<file path="src/uls_defs.svh">
`ifndef ULS_DEFS_SVH
`define ULS_DEFS_SVH

// Register byte addresses on the Wishbone slave (word aligned).
`define ULS_ADDR_LSR 4'h0
`define ULS_ADDR_CTRL 4'h4
`define ULS_ADDR_ISTAT 4'h8
`define ULS_ADDR_IMASK 4'hC

// Line status bit positions.
`define ULS_LSR_DR 0
`define ULS_LSR_OE 1
`define ULS_LSR_PE 2
`define ULS_LSR_FE 3
`define ULS_LSR_BI 4
`define ULS_LSR_THRE 5
`define ULS_LSR_TEMT 6
`define ULS_LSR_FERR 7

// Control register bit positions and reset value.
`define ULS_CTRL_FIFO_EN 0
`define ULS_CTRL_THRE_IE 1
`define ULS_CTRL_RST 2'h0

// Interrupt status and mask bit positions, width and reset value.
`define ULS_IS_RX 0
`define ULS_IS_LERR 1
`define ULS_IS_THRE 2
`define ULS_IS_W 3
`define ULS_IS_RST 3'h0

// Structural defaults.
`define ULS_FIFO_DEPTH 16
`define ULS_FIFO_AW 4
`define ULS_CHAR_CAP 5'h01
`define ULS_LSR_RST 8'h60
`define ULS_DAT_ZERO 32'h0000_0000

`endif

</file>
<file path="src/uls_pkg.sv">
package uls_pkg;

	// Error tags that travel with each received character.
	typedef struct packed {
		logic bi;
		logic fe;
		logic pe;
	} uls_tag_t;

	// Break detector states, one-hot.
	typedef enum logic [2:0] {
		BRK_IDLE = 3'h1,
		BRK_COUNT = 3'h2,
		BRK_HELD = 3'h4
	} uls_brk_state_t;

	// True when a character carries any error that counts toward the summary bit.
	function automatic logic uls_any_err(input uls_tag_t tag);
		uls_any_err = tag.pe | tag.fe | tag.bi;
	endfunction : uls_any_err

endpackage : uls_pkg

</file>
<file path="src/uls_err_track.sv">
`timescale 1ns/1ps
`include "uls_defs.svh"

// Mirrors the receive FIFO occupancy and keeps the error tag of every stored character.
module uls_err_track import uls_pkg::*; #(
	parameter int DEPTH = `ULS_FIFO_DEPTH,
	parameter int AW = `ULS_FIFO_AW
) (
	input wire logic clk_i,
	input wire logic rst_i,
	input wire logic push_i,
	input uls_tag_t tag_i,
	input wire logic pop_i,
	input wire logic [AW:0] cap_i,
	output uls_tag_t head_o,
	output logic [AW:0] count_o,
	output logic [AW:0] err_cnt_o,
	output logic full_o,
	output logic empty_o
);

	uls_tag_t tags_ff [DEPTH];
	logic [AW-1:0] wr_ptr_ff;
	logic [AW-1:0] rd_ptr_ff;
	logic [AW:0] cnt_ff;
	logic [AW:0] err_ff;

	// A full tracker refuses the push, so stored tags are never disturbed.
	assign empty_o = cnt_ff == '0;
	assign full_o = cnt_ff >= cap_i;
	assign head_o = tags_ff[rd_ptr_ff];
	assign count_o = cnt_ff;
	assign err_cnt_o = err_ff;

	wire push_ok = push_i & ~full_o;
	wire pop_ok = pop_i & ~empty_o;
	wire err_in = push_ok & uls_any_err(tag_i);
	wire err_out = pop_ok & uls_any_err(head_o);

	// Pointers, occupancy and the count of errored characters.
	always_ff @(posedge clk_i) begin
		if (rst_i) begin
			wr_ptr_ff <= '0;
			rd_ptr_ff <= '0;
			cnt_ff <= '0;
			err_ff <= '0;
		end else begin
			if (push_ok) begin
				tags_ff[wr_ptr_ff] <= tag_i;
				wr_ptr_ff <= wr_ptr_ff + 1'b1;
			end
			if (pop_ok) begin
				rd_ptr_ff <= rd_ptr_ff + 1'b1;
			end
			cnt_ff <= cnt_ff + {{AW{1'b0}}, push_ok} - {{AW{1'b0}}, pop_ok};
			err_ff <= err_ff + {{AW{1'b0}}, err_in} - {{AW{1'b0}}, err_out};
		end
	end

endmodule : uls_err_track

</file>
<file path="src/uls_line_status.sv">
`timescale 1ns/1ps
`include "uls_defs.svh"

// Summary of operation
// - FIFO mode: error summary bit 7 sets when a character with parity, framing or break enters the FIFO.
// - Reading the line status register clears the error summary bit.
// - Character mode: bit 6 high only when holding and shift registers are both empty.
// - FIFO mode: bit 6 sets only when transmit FIFO and shift register are empty.
// - Character mode: bit 5 sets when the holding register moves into the shift register.
// - Character mode: bit 5 clears with the host write into the holding register.
// - FIFO mode: bit 5 follows transmit FIFO empty, clears after one byte written.
// - Interrupt request raised while bit 5 and its interrupt enable are both set.
// - Break bit 4 sets after the receive line stays low one whole frame.
// - Only one break character is pushed per break condition, however long.
// - Framing bit 3 sets when a character lacks a valid stop bit.
// - FIFO mode: framing bit reflects the character at the FIFO head.
// - Summary, break and framing bits read zero when no condition exists.
// - Parity bit 2 sets on bad parity; FIFO mode reflects the head character.
// - Overrun bit 1 sets when a character completes with the FIFO full; FIFO untouched.
// - Data-ready bit 0 is high while any received character is held.
module uls_line_status import uls_pkg::*; #(
	parameter int DEPTH = `ULS_FIFO_DEPTH,
	parameter int AW = `ULS_FIFO_AW
) (
	input wire logic clk_i,
	input wire logic rst_i,
	input wire logic wb_cyc_i,
	input wire logic wb_stb_i,
	input wire logic wb_we_i,
	input wire logic [3:0] wb_adr_i,
	input wire logic [3:0] wb_sel_i,
	input wire logic [31:0] wb_dat_i,
	output logic [31:0] wb_dat_o,
	output logic wb_ack_o,
	input wire logic thr_wr_i,
	input wire logic tsr_load_i,
	input wire logic tx_shift_busy_i,
	input wire logic tx_fifo_empty_i,
	input wire logic rxd_i,
	input wire logic bit_tick_i,
	input wire logic [3:0] frame_bits_i,
	input wire logic rx_done_i,
	input uls_tag_t rx_flags_i,
	input wire logic rx_pop_i,
	output logic fifo_en_o,
	output logic [7:0] line_status_o,
	output logic irq_o
);

	logic wb_ack_ff;
	logic [31:0] wb_dat_ff;
	logic [1:0] ctrl_ff;
	logic [`ULS_IS_W-1:0] istat_ff;
	logic [`ULS_IS_W-1:0] imask_ff;
	logic [`ULS_IS_W-1:0] nxt_istat;
	logic [7:0] line_status_ff;
	logic [7:0] nxt_line_status;
	logic thr_full_ff;
	logic thre_d_ff;
	logic oe_ff;
	logic pe_ff;
	logic fe_ff;
	logic bi_ff;
	logic ferr_ff;
	logic irq_ff;
	logic [3:0] brk_cnt_ff;
	uls_brk_state_t brk_st_ff;
	uls_brk_state_t nxt_brk_st;
	logic [31:0] rd_data;

	uls_tag_t head;
	uls_tag_t push_tag;
	logic [AW:0] trk_cnt;
	logic [AW:0] err_cnt;
	logic trk_full;
	logic trk_empty;

	// Bus decode; the side effects happen once, on the first cycle of each request.
	wire wb_req = wb_cyc_i & wb_stb_i & ~wb_ack_ff;
	wire hit_lsr = wb_adr_i == `ULS_ADDR_LSR;
	wire hit_ctrl = wb_adr_i == `ULS_ADDR_CTRL;
	wire hit_istat = wb_adr_i == `ULS_ADDR_ISTAT;
	wire hit_imask = wb_adr_i == `ULS_ADDR_IMASK;
	wire wr_lane0 = wb_req & wb_we_i & wb_sel_i[0];
	wire lsr_rd = wb_req & ~wb_we_i & hit_lsr;
	wire fifo_en = ctrl_ff[`ULS_CTRL_FIFO_EN];
	wire thre_ie = ctrl_ff[`ULS_CTRL_THRE_IE];
	wire [`ULS_IS_W-1:0] w1c = (wr_lane0 & hit_istat) ? wb_dat_i[`ULS_IS_W-1:0] : '0;

	// Transmit side: holding register occupancy and the two empty indicators.
	wire thre = fifo_en ? tx_fifo_empty_i : ~thr_full_ff;
	wire temt = thre & ~tx_shift_busy_i;

	// Break detector: counts bit times while the line is low, fires once per low period.
	wire brk_last = brk_cnt_ff == frame_bits_i - 4'h1;
	wire brk_evt = (brk_st_ff == BRK_COUNT) & ~rxd_i & bit_tick_i & brk_last;

	// Receive side: a break occupies one FIFO entry tagged as break.
	wire push = rx_done_i | brk_evt;
	// One assignment for the whole tag keeps a single driver on the struct variable.
	assign push_tag = '{bi: brk_evt, fe: rx_done_i & rx_flags_i.fe, pe: rx_done_i & rx_flags_i.pe};
	wire push_ok = push & ~trk_full;
	wire overrun = push & trk_full;
	wire err_push = push_ok & uls_any_err(push_tag);
	wire [AW:0] cap = fifo_en ? (AW+1)'(DEPTH) : (AW+1)'(`ULS_CHAR_CAP);

	uls_err_track #(
		.DEPTH(DEPTH),
		.AW(AW)
	) u_track (
		.clk_i(clk_i),
		.rst_i(rst_i),
		.push_i(push),
		.tag_i(push_tag),
		.pop_i(rx_pop_i),
		.cap_i(cap),
		.head_o(head),
		.count_o(trk_cnt),
		.err_cnt_o(err_cnt),
		.full_o(trk_full),
		.empty_o(trk_empty)
	);

	// Next break detector state; a high line always rearms it.
	always_comb begin
		nxt_brk_st = brk_st_ff;
		case (brk_st_ff)
			BRK_IDLE: begin
				if (~rxd_i) begin
					nxt_brk_st = BRK_COUNT;
				end
			end
			BRK_COUNT: begin
				if (rxd_i) begin
					nxt_brk_st = BRK_IDLE;
				end else if (brk_evt) begin
					nxt_brk_st = BRK_HELD;
				end
			end
			BRK_HELD: begin
				if (rxd_i) begin
					nxt_brk_st = BRK_IDLE;
				end
			end
			default: begin
				nxt_brk_st = BRK_IDLE;
			end
		endcase
	end

	// Assembled status byte; FIFO mode shows the head tags, character mode the sticky bits.
	always_comb begin
		nxt_line_status = '0;
		nxt_line_status[`ULS_LSR_DR] = ~trk_empty;
		nxt_line_status[`ULS_LSR_OE] = oe_ff;
		nxt_line_status[`ULS_LSR_PE] = fifo_en ? (head.pe & ~trk_empty) : pe_ff;
		nxt_line_status[`ULS_LSR_FE] = fifo_en ? (head.fe & ~trk_empty) : fe_ff;
		nxt_line_status[`ULS_LSR_BI] = fifo_en ? (head.bi & ~trk_empty) : bi_ff;
		nxt_line_status[`ULS_LSR_THRE] = thre;
		nxt_line_status[`ULS_LSR_TEMT] = temt;
		nxt_line_status[`ULS_LSR_FERR] = ferr_ff;
	end

	// Interrupt events win over a same-cycle write-one-to-clear.
	always_comb begin
		nxt_istat = istat_ff & ~w1c;
		nxt_istat[`ULS_IS_RX] = nxt_istat[`ULS_IS_RX] | push_ok;
		nxt_istat[`ULS_IS_LERR] = nxt_istat[`ULS_IS_LERR] | overrun | err_push;
		nxt_istat[`ULS_IS_THRE] = nxt_istat[`ULS_IS_THRE] | (thre & ~thre_d_ff);
	end

	// Read mux; unmapped addresses read zero and are still acknowledged.
	always_comb begin
		rd_data = `ULS_DAT_ZERO;
		if (hit_lsr) begin
			rd_data[7:0] = line_status_ff;
		end else if (hit_ctrl) begin
			rd_data[1:0] = ctrl_ff;
		end else if (hit_istat) begin
			rd_data[`ULS_IS_W-1:0] = istat_ff;
		end else if (hit_imask) begin
			rd_data[`ULS_IS_W-1:0] = imask_ff;
		end
	end

	// Wishbone slave: one wait state, ack drops the cycle after it is given.
	always_ff @(posedge clk_i) begin
		if (rst_i) begin
			wb_ack_ff <= 1'b0;
			wb_dat_ff <= `ULS_DAT_ZERO;
		end else begin
			wb_ack_ff <= wb_req;
			wb_dat_ff <= (wb_req & ~wb_we_i) ? rd_data : `ULS_DAT_ZERO;
		end
	end

	// Software-written control, status and mask registers.
	always_ff @(posedge clk_i) begin
		if (rst_i) begin
			ctrl_ff <= `ULS_CTRL_RST;
			imask_ff <= `ULS_IS_RST;
			istat_ff <= `ULS_IS_RST;
		end else begin
			if (wr_lane0 & hit_ctrl) begin
				ctrl_ff <= wb_dat_i[1:0];
			end
			if (wr_lane0 & hit_imask) begin
				imask_ff <= wb_dat_i[`ULS_IS_W-1:0];
			end
			istat_ff <= nxt_istat;
		end
	end

	// Transmit holding register: a host write wins over a same-cycle move to the shifter.
	always_ff @(posedge clk_i) begin
		if (rst_i) begin
			thr_full_ff <= 1'b0;
			thre_d_ff <= 1'b1;
		end else begin
			thr_full_ff <= thr_wr_i | (thr_full_ff & ~tsr_load_i);
			thre_d_ff <= thre;
		end
	end

	// Sticky receive errors; a new event in the read cycle survives the clear.
	always_ff @(posedge clk_i) begin
		if (rst_i) begin
			oe_ff <= 1'b0;
			pe_ff <= 1'b0;
			fe_ff <= 1'b0;
			bi_ff <= 1'b0;
			ferr_ff <= 1'b0;
		end else begin
			oe_ff <= overrun | (oe_ff & ~lsr_rd);
			pe_ff <= (push_ok & push_tag.pe) | (pe_ff & ~lsr_rd);
			fe_ff <= (push_ok & push_tag.fe) | (fe_ff & ~lsr_rd);
			bi_ff <= (push_ok & push_tag.bi) | (bi_ff & ~lsr_rd);
			ferr_ff <= fifo_en & (err_push | (ferr_ff & ~lsr_rd & (err_cnt != '0)));
		end
	end

	// Break counter and state, then registered outputs.
	always_ff @(posedge clk_i) begin
		if (rst_i) begin
			brk_st_ff <= BRK_IDLE;
			brk_cnt_ff <= '0;
			line_status_ff <= `ULS_LSR_RST;
			irq_ff <= 1'b0;
		end else begin
			brk_st_ff <= nxt_brk_st;
			brk_cnt_ff <= (rxd_i | brk_st_ff != BRK_COUNT) ? '0 : brk_cnt_ff + {3'h0, bit_tick_i};
			line_status_ff <= nxt_line_status;
			irq_ff <= (thre & thre_ie) | (|(istat_ff & imask_ff));
		end
	end

	assign wb_ack_o = wb_ack_ff;
	assign wb_dat_o = wb_dat_ff;
	assign fifo_en_o = ctrl_ff[`ULS_CTRL_FIFO_EN];
	assign line_status_o = line_status_ff;
	assign irq_o = irq_ff;
endmodule : uls_line_status

</file>
<file path="config.mk">
export PLATFORM = sky130hd
export DESIGN_NAME = uls_line_status
export DESIGN_NICKNAME = d
export VERILOG_FILES = /design/src/uls_pkg.sv /design/src/uls_err_track.sv /design/src/uls_line_status.sv
export VERILOG_INCLUDE_DIRS = /design/src
export SDC_FILE = /design/constraint.sdc
export NUM_CORES = 1
export LEC_CHECK = 0
export ABC_CLOCK_PERIOD_IN_PS = 3740
export BUFFER_PORTS_ARGS = -buffer_cell sky130_fd_sc_hd__buf_2
export CORE_MARGIN = 1.5
export CORE_UTILIZATION = 29
export CTS_CLUSTER_SIZE = 30
export DETAILED_ROUTE_END_ITERATION = 6
export PLACE_DENSITY = 0.49
export SYNTH_ARGS = -nofsm -noshare
export SYNTH_HDL_FRONTEND = slang
export SYNTH_SLANG_ARGS = --single-unit
</file>
<file path="constraint.sdc">
create_clock -name clk_i -period 3.74 [get_ports clk_i]
set_clock_uncertainty 0.05 [all_clocks]
set_input_delay 0.374 -clock clk_i [delete_from_list [all_inputs] [get_ports clk_i]]
set_output_delay 0.374 -clock clk_i [all_outputs]
set_load 0.1 [all_outputs]
</file>
==> run_results.csv, run 1 <==
group,metric,value,unit
run_status,status,"completed",
drt,wl_per_cell,14.4,um
final_layout,num-nets-final,562,
sta,setup_viol_count_final,0,
setup_path,crit_required,3.98,ns
setup_path,endpoint_kind,"flop",
synthesis,ys.flop_type,"dfxtp_1",
clocking,cts_num_sinks,109,
clocking,ctsLongestPathBuffers,2,
clocking,hold_buffers,0,
setup_path,rrSetupSlack,0.19,ns
setup_path,endpoint,"u_track.err_cnt_o[4]",
setup_path,critPathMaxFanout,12,
synthesis,yosys.area.top_type,"edfxtp_1",
floorplanning,core,16600,sq um
final_layout,area_growth,13.9,%
sta,rsz0062_at_grt,"no",
synthesis,synth_cell_type_count,52,
sta,final_max_slew_viol_count,0,
synthesis,async_reset_ff_share,0,%
final_layout,antenna_cells,0,
drt,drtIter0Drc,236,
synthesis,ys_warn_count,0,
setup_path,start_kind,"flop",
drt,wl,10100,um
clocking,cts_tree,"yes",
synthesis,synth_edf_count,48,
drt,wl_met3,403,um
setup_path,rr_endpoint,"u_track.err_cnt_o[4]",
placement,portBuffers,45,
drt,drcViolationCount,0,
synthesis,ys_ff_latch,109,
sta,max_slew_margin,55.2,%
floorplanning,initial_core_util,29.7,%
run,drv_cap,0,
floorplanning,row_count,47,
sta,clock.fmax,281,MHz
setup_path,worstSetupPathType,"reg2reg",
clocking,clock_latency,0.35,ns
final_layout,nFillCells,1659,
sta,period_minus_slack,3.55,ns
global_routing,grt_pass1_vias,3088,
sta,finalHoldViolations,0,
setup_path,path_cells,"buf_12 -> mux4_2 -> a22oi_1 -> nand3_1 -> o31a_1 -> ha_1 -> inv_1 -> ha_1 -> fa_1 -> a21oi_1 -> nor2_1 -> or3_1 -> a21oi_1",
drt,drtPass1Iterations,4,
placement,place_congestion,0.755,
global_routing,grt_pass1_wl,16100,um
synthesis,seq_area_frac_synth,53.9,%
global_routing,grt_antenna_before_repair,0,
global_routing,grt_start_max_net_pins,43,
setup_path,crit_arrival,3.79,ns
drt,postRouteAntennaNets,0,
drt,met2WireLength,4810,um
clocking,cts_resized,0,
sta,setup_ws,0.187,ns
sta,max_slew.worst_pin.slew,0.672,ns
synthesis,synth_area_leaders,"edfxtp_1 29%, dfxtp_1 25%, ha_1 5.8%",
pwr,power_leakage,2.16,nW
final_layout,drive_gt1_share,18.0,%
clocking,cts_buffers,9,
clocking,clk_pin_slew_worst_paths,0.08,ns
placement,dp_slack,0.170,ns
floorplanning,pin_count,103,
setup_path,crit_slowest_cell,"mux4_2",
floorplanning,die_x,134,um
drt,vias_per_cell,4.55,
sta,tns,0,ns
final_layout,fin_util,33.8,%
sta,hold_ws,0.156,ns
synthesis,yosysMostFrequentCell,"dfxtp_1",
clocking,cts-root-buf,"clkbuf_16",
pwr,power,3.47,mW
synthesis,synth_area,4940,sq um
placement,dp_hpwl,7380,um
worst_hold_path,hold_class,"in2reg",
clocking,cts_setup_buffers,0,
sta,final.period_utilization,95.0,%
synthesis,synth_top_area_share,29.2,%
drt,highest_layer,"met4",
pwr,ir_drop,0.242,mV
synthesis,synthTopCellsByCount,"61 x dfxtp_1, 48 x edfxtp_1, 37 x nor2_1, 25 x buf_4, 24 x inv_1",
setup_path,rr_worst_depth,13,
synthesis,synthCells,430,
floorplanning,die_height,134,um
pwr,p_per_area,617,nW/um^2
setup_path,max_stage_delay,0.52,ns
synthesis,avgSynthCellArea,11.5,sq um
drt,vias,3194,
clocking,cts_max_level,3,
global_routing,track_usage,11.8,%
floorplanning,dieArea,17800,sq um
global_routing,grt_overflow,0,
drt,met1Wirelength,4760,um
kinds of logic (layout without fill, tap and decap cells):
group / Yosys count / after routing / synth area share, %
AND/OR/NAND/NOR: 142 / 142 / 15.0
AO/OA/AOI/OAI: 51 / 51 / 6.73
flip-flops: 109 / 109 / 53.9
adder cells (fa/ha/maj): 25 / 25 / 6.63
buffers and inverters: 61 / 90 / 6.71
multiplexers: 24 / 24 / 7.95
XOR/XNOR: 17 / 17 / 3.01
other: 1 / 24 / 0.0759
cell usage in the layout (no fill, tap or decap), types with 4 or more instances in the layout:
master,instances
nor4_1,6
nor3_1,17
mux4_2,12
and2_1,10
nor2_1,37
inv_1,24
a21oi_1,16
buf_4,4
nand2b_1,10
nand3_1,15
xor2_1,6
conb_1,24
a22oi_1,8
xnor2_1,11
edfxtp_1,48
nand2_1,20
clkbuf_16,9
buf_2,45
nor2b_1,8
ha_1,23
dfxtp_1,61
mux2i_1,10
o21ai_0,8
worst max-delay path: cells and delay by family (launching register included):
kind	cells	cell delay [ns]
compound gates	4	0.89
flops	1	0.36
mux	1	0.52
simple gates	3	0.56
fa+ha+maj	3	0.89
buf+inv	2	0.21
where the power goes:
part           switching (mW)  internal [mW]  leakage, nW
Combinational           0.677          0.438         1.05
Sequential             0.0751           1.34        0.955
Clock                   0.448          0.497        0.148
Total                    1.20           2.27         2.16
sequential cells by signal, summed over array words and instances, names as in the netlist, 3 cells and up, named ones only:
register	flops
brk_cnt_ff	4
brk_st_ff	3
imask_ff	3
istat_ff	3
line_status_o	8
u_track.count_o	5
u_track.err_cnt_o	5
u_track.rd_ptr_ff	4
u_track.tags_ff	48
u_track.wr_ptr_ff	4
wb_dat_o	8
metal layers:
metal	vias up	global-route usage, %
li1	1578	-
met1	1534	15.5
met2	71	18.7
met3	11	3.08
met4	0	4.53
met5	-	0
cell type report:
class	count	area, sq um	area share (%)
sequential	109	2660	47.3
timing repair buffer	50	275	4.89
clock buffer	11	253	4.49
tap	220	275	4.89
clock inverter	5	40.0	0.711
inverter	24	90.1	1.60
multi-input combinational	283	2030	36.1
per-stage QoR:
step	cell area [sq um]	std cells
3_3_place_gp	5340	686
2_1_floorplan	5030	453
3_5_place_dp	5340	686
6_report	5630	702
4_1_cts	5630	702
5_1_grt	5630	702
worst min path at each step:
stage,end,depth (start not counted),slack (ns),start
after floorplan,line_status_o[7],1,0.39,ferr_ff
after global placement,wb_dat_o[6],1,0.38,line_status_o[6]
after CTS,line_status_o[6],2,0.15,tx_shift_busy_i
after detailed placement,wb_dat_o[6],1,0.40,line_status_o[6]
final,line_status_o[6],2,0.16,tx_shift_busy_i
after global routing,line_status_o[6],2,0.15,tx_shift_busy_i
Power figures use the tool's default switching activity.
==> run 2: changes to the inputs <==
--- a/config.mk
+++ b/config.mk
@@ -6,13 +6,12 @@
 export SDC_FILE = /design/constraint.sdc
 export NUM_CORES = 1
 export LEC_CHECK = 0
-export ABC_CLOCK_PERIOD_IN_PS = 3740
 export BUFFER_PORTS_ARGS = -buffer_cell sky130_fd_sc_hd__buf_2
 export CORE_MARGIN = 1.5
 export CORE_UTILIZATION = 29
 export CTS_CLUSTER_SIZE = 30
 export DETAILED_ROUTE_END_ITERATION = 6
-export PLACE_DENSITY = 0.49
+export SKIP_CTS_REPAIR_TIMING = 1
 export SYNTH_ARGS = -nofsm -noshare
 export SYNTH_HDL_FRONTEND = slang
 export SYNTH_SLANG_ARGS = --single-unit
==> run_results.csv, run 2 (synthesis gave the netlist of run 1 again) <==
group,metric,value,unit
run_status,status,"completed",
floorplanning,core,16600,sq um
setup_path,crit_slowest_cell,"or4b_2",
global_routing,grt_start_max_net_pins,54,
drt,wl_per_cell,13.8,um
sta,final_max_slew_viol_count,0,
sta,finalHoldViolations,0,
sta,setup_viol_count_final,0,
pwr,ir_drop,0.305,mV
clocking,cts_buffers,9,
clocking,cts_max_level,3,
final_layout,num-nets-final,562,
drt,postRouteAntennaNets,0,
pwr,switching_share,33.3,%
setup_path,crit_arrival,3.75,ns
clocking,cts_num_sinks,109,
setup_path,path_cells,"inv_1 -> ha_1 -> or4b_2 -> and2_2 -> o31a_1 -> ha_1 -> inv_1 -> ha_1 -> fa_1 -> a21oi_1 -> nor2_1 -> or3_1 -> a21oi_2",
placement,portBuffers,45,
sta,max_slew_margin,38.9,%
final_layout,final_common_cell,"dfxtp_1",
drt,vias,3226,
global_routing,track_usage,11.4,%
sta,clock.fmax,284,MHz
pwr,power.share.sequential,41.0,%
clocking,cts_tree,"yes",
final_layout,largest-register,"u_track.tags_ff",
final_layout,nFillCells,1644,
sta,period_minus_slack,3.52,ns
floorplanning,dieArea,17800,sq um
drt,vias_per_cell,4.60,
floorplanning,die_height,134,um
setup_path,cp_common_cell,"ha_1",
drt,drcViolationCount,0,
global_routing,grt_overflow,0,
global_routing,grt_pass1_wl,15600,um
sta,final.period_utilization,94.1,%
final_layout,final_cell_mix,"61 x dfxtp_1, 48 x edfxtp_1, 45 x buf_2, 37 x nor2_1",
final_layout,drive_gt1_share,18.5,%
setup_path,start_kind,"flop",
pwr,power.internal,2.30,mW
worst_hold_path,hold_class,"in2reg",
floorplanning,pin_count,103,
setup_path,rrSetupSlack,0.22,ns
pwr,p_sw,1.15,mW
final_layout,largest_reg_flops,48,
final_layout,multi_input_area,2050,sq um
global_routing,grt_pass1_vias,3196,
clocking,ctsLongestPathBuffers,2,
final_layout,regArea,2660,sq um
clocking,clock_latency,0.35,ns
pwr,power_leakage,2.15,nW
global_routing,grt_antenna_before_repair,0,
sta,hold_ws,0.185,ns
sta,tns,0,ns
final_layout,antenna_cells,0,
setup_path,max_stage_delay,0.70,ns
final_layout,area_growth,14.1,%
floorplanning,die_x,134,um
setup_path,worstSetupPathType,"reg2reg",
setup_path,endpoint_kind,"flop",
clocking,cts-root-buf,"clkbuf_16",
drt,drtPass1Iterations,4,
clocking,clk_pin_slew_worst_paths,0.07,ns
pwr,clkPwrFrac,26.4,%
sta,max_slew.worst_pin.slew,0.916,ns
setup_path,crit_required,3.97,ns
sta,rsz0062_at_grt,"no",
drt,wl,9680,um
drt,drtIter0Drc,140,
setup_path,critPathMaxFanout,6,
floorplanning,row_count,47,
floorplanning,initial_core_util,29.7,%
pwr,pwr-share-comb,32.7,%
run,drv_cap,0,
placement,dp_hpwl,7250,um
placement,place_congestion,0.765,
pwr,p_per_area,612,nW/um^2
run 2: per-stage QoR:
step,setup WS (ns),utilization (%),area [sq um],instances,power [mW]
floorplan,0.208,-,5030,453,2.34
global placement,0.221,32.1,5340,686,2.53
detailed placement,0.181,32.1,5340,686,2.56
CTS,0.161,33.8,5620,702,3.48
global route,0.0380,33.9,5640,702,3.66
finish,0.220,33.9,5640,702,3.45
run 2: power groups by stage:
| stage | clock network (mW) | logic [mW] | registers, mW |
|---|---|---|---|
| after floorplan | 0 | 0.849 | 1.49 |
| final | 0.909 | 1.13 | 1.41 |
| after detailed placement | 0 | 1.12 | 1.44 |
| after CTS | 0.937 | 1.13 | 1.41 |
| after global routing | 0.980 | 1.25 | 1.43 |
| after global placement | 0 | 1.09 | 1.44 |
run 2: final timing paths:
path,from,end,cells past startpoint
worst max-delay path,u_track.count_o[2],u_track.err_cnt_o[4],13
worst min-delay path,tx_shift_busy_i,line_status_o[6],2
worst max register to register,u_track.count_o[2],u_track.err_cnt_o[4],13
worst min register to register,line_status_o[6],wb_dat_o[6],1
run 2: cell type report:
type / count / share of cell area, %
Tap cell: 220 / 4.88
Multi-Input combinational cell: 283 / 36.4
Sequential cell: 109 / 47.2
Timing Repair Buffer: 50 / 4.88
Inverter: 24 / 1.60
Clock inverter: 1 / 0.0888
Clock buffer: 15 / 4.95
run 2: metal layers:
metal	GRT usage, %	share of wire [%]	routed length (um)	up-vias
li1	-	-	-	1584
met1	13.7	45	4350	1559
met2	19.5	49	4780	73
met3	3.16	3.9	380	10
met4	4.35	1.6	158	0
met5	0	0	0	-
run 2: worst max-delay path, delay by kind of cell, from the launching register on:
kind                     cells  cell delay (ns)
adder cells (fa/ha/maj)      4             1.07
AO/OA/AOI/OAI                3             0.42
flip-flops                   1             0.31
buffers and inverters        2             0.15
AND/OR/NAND/NOR              4             1.45
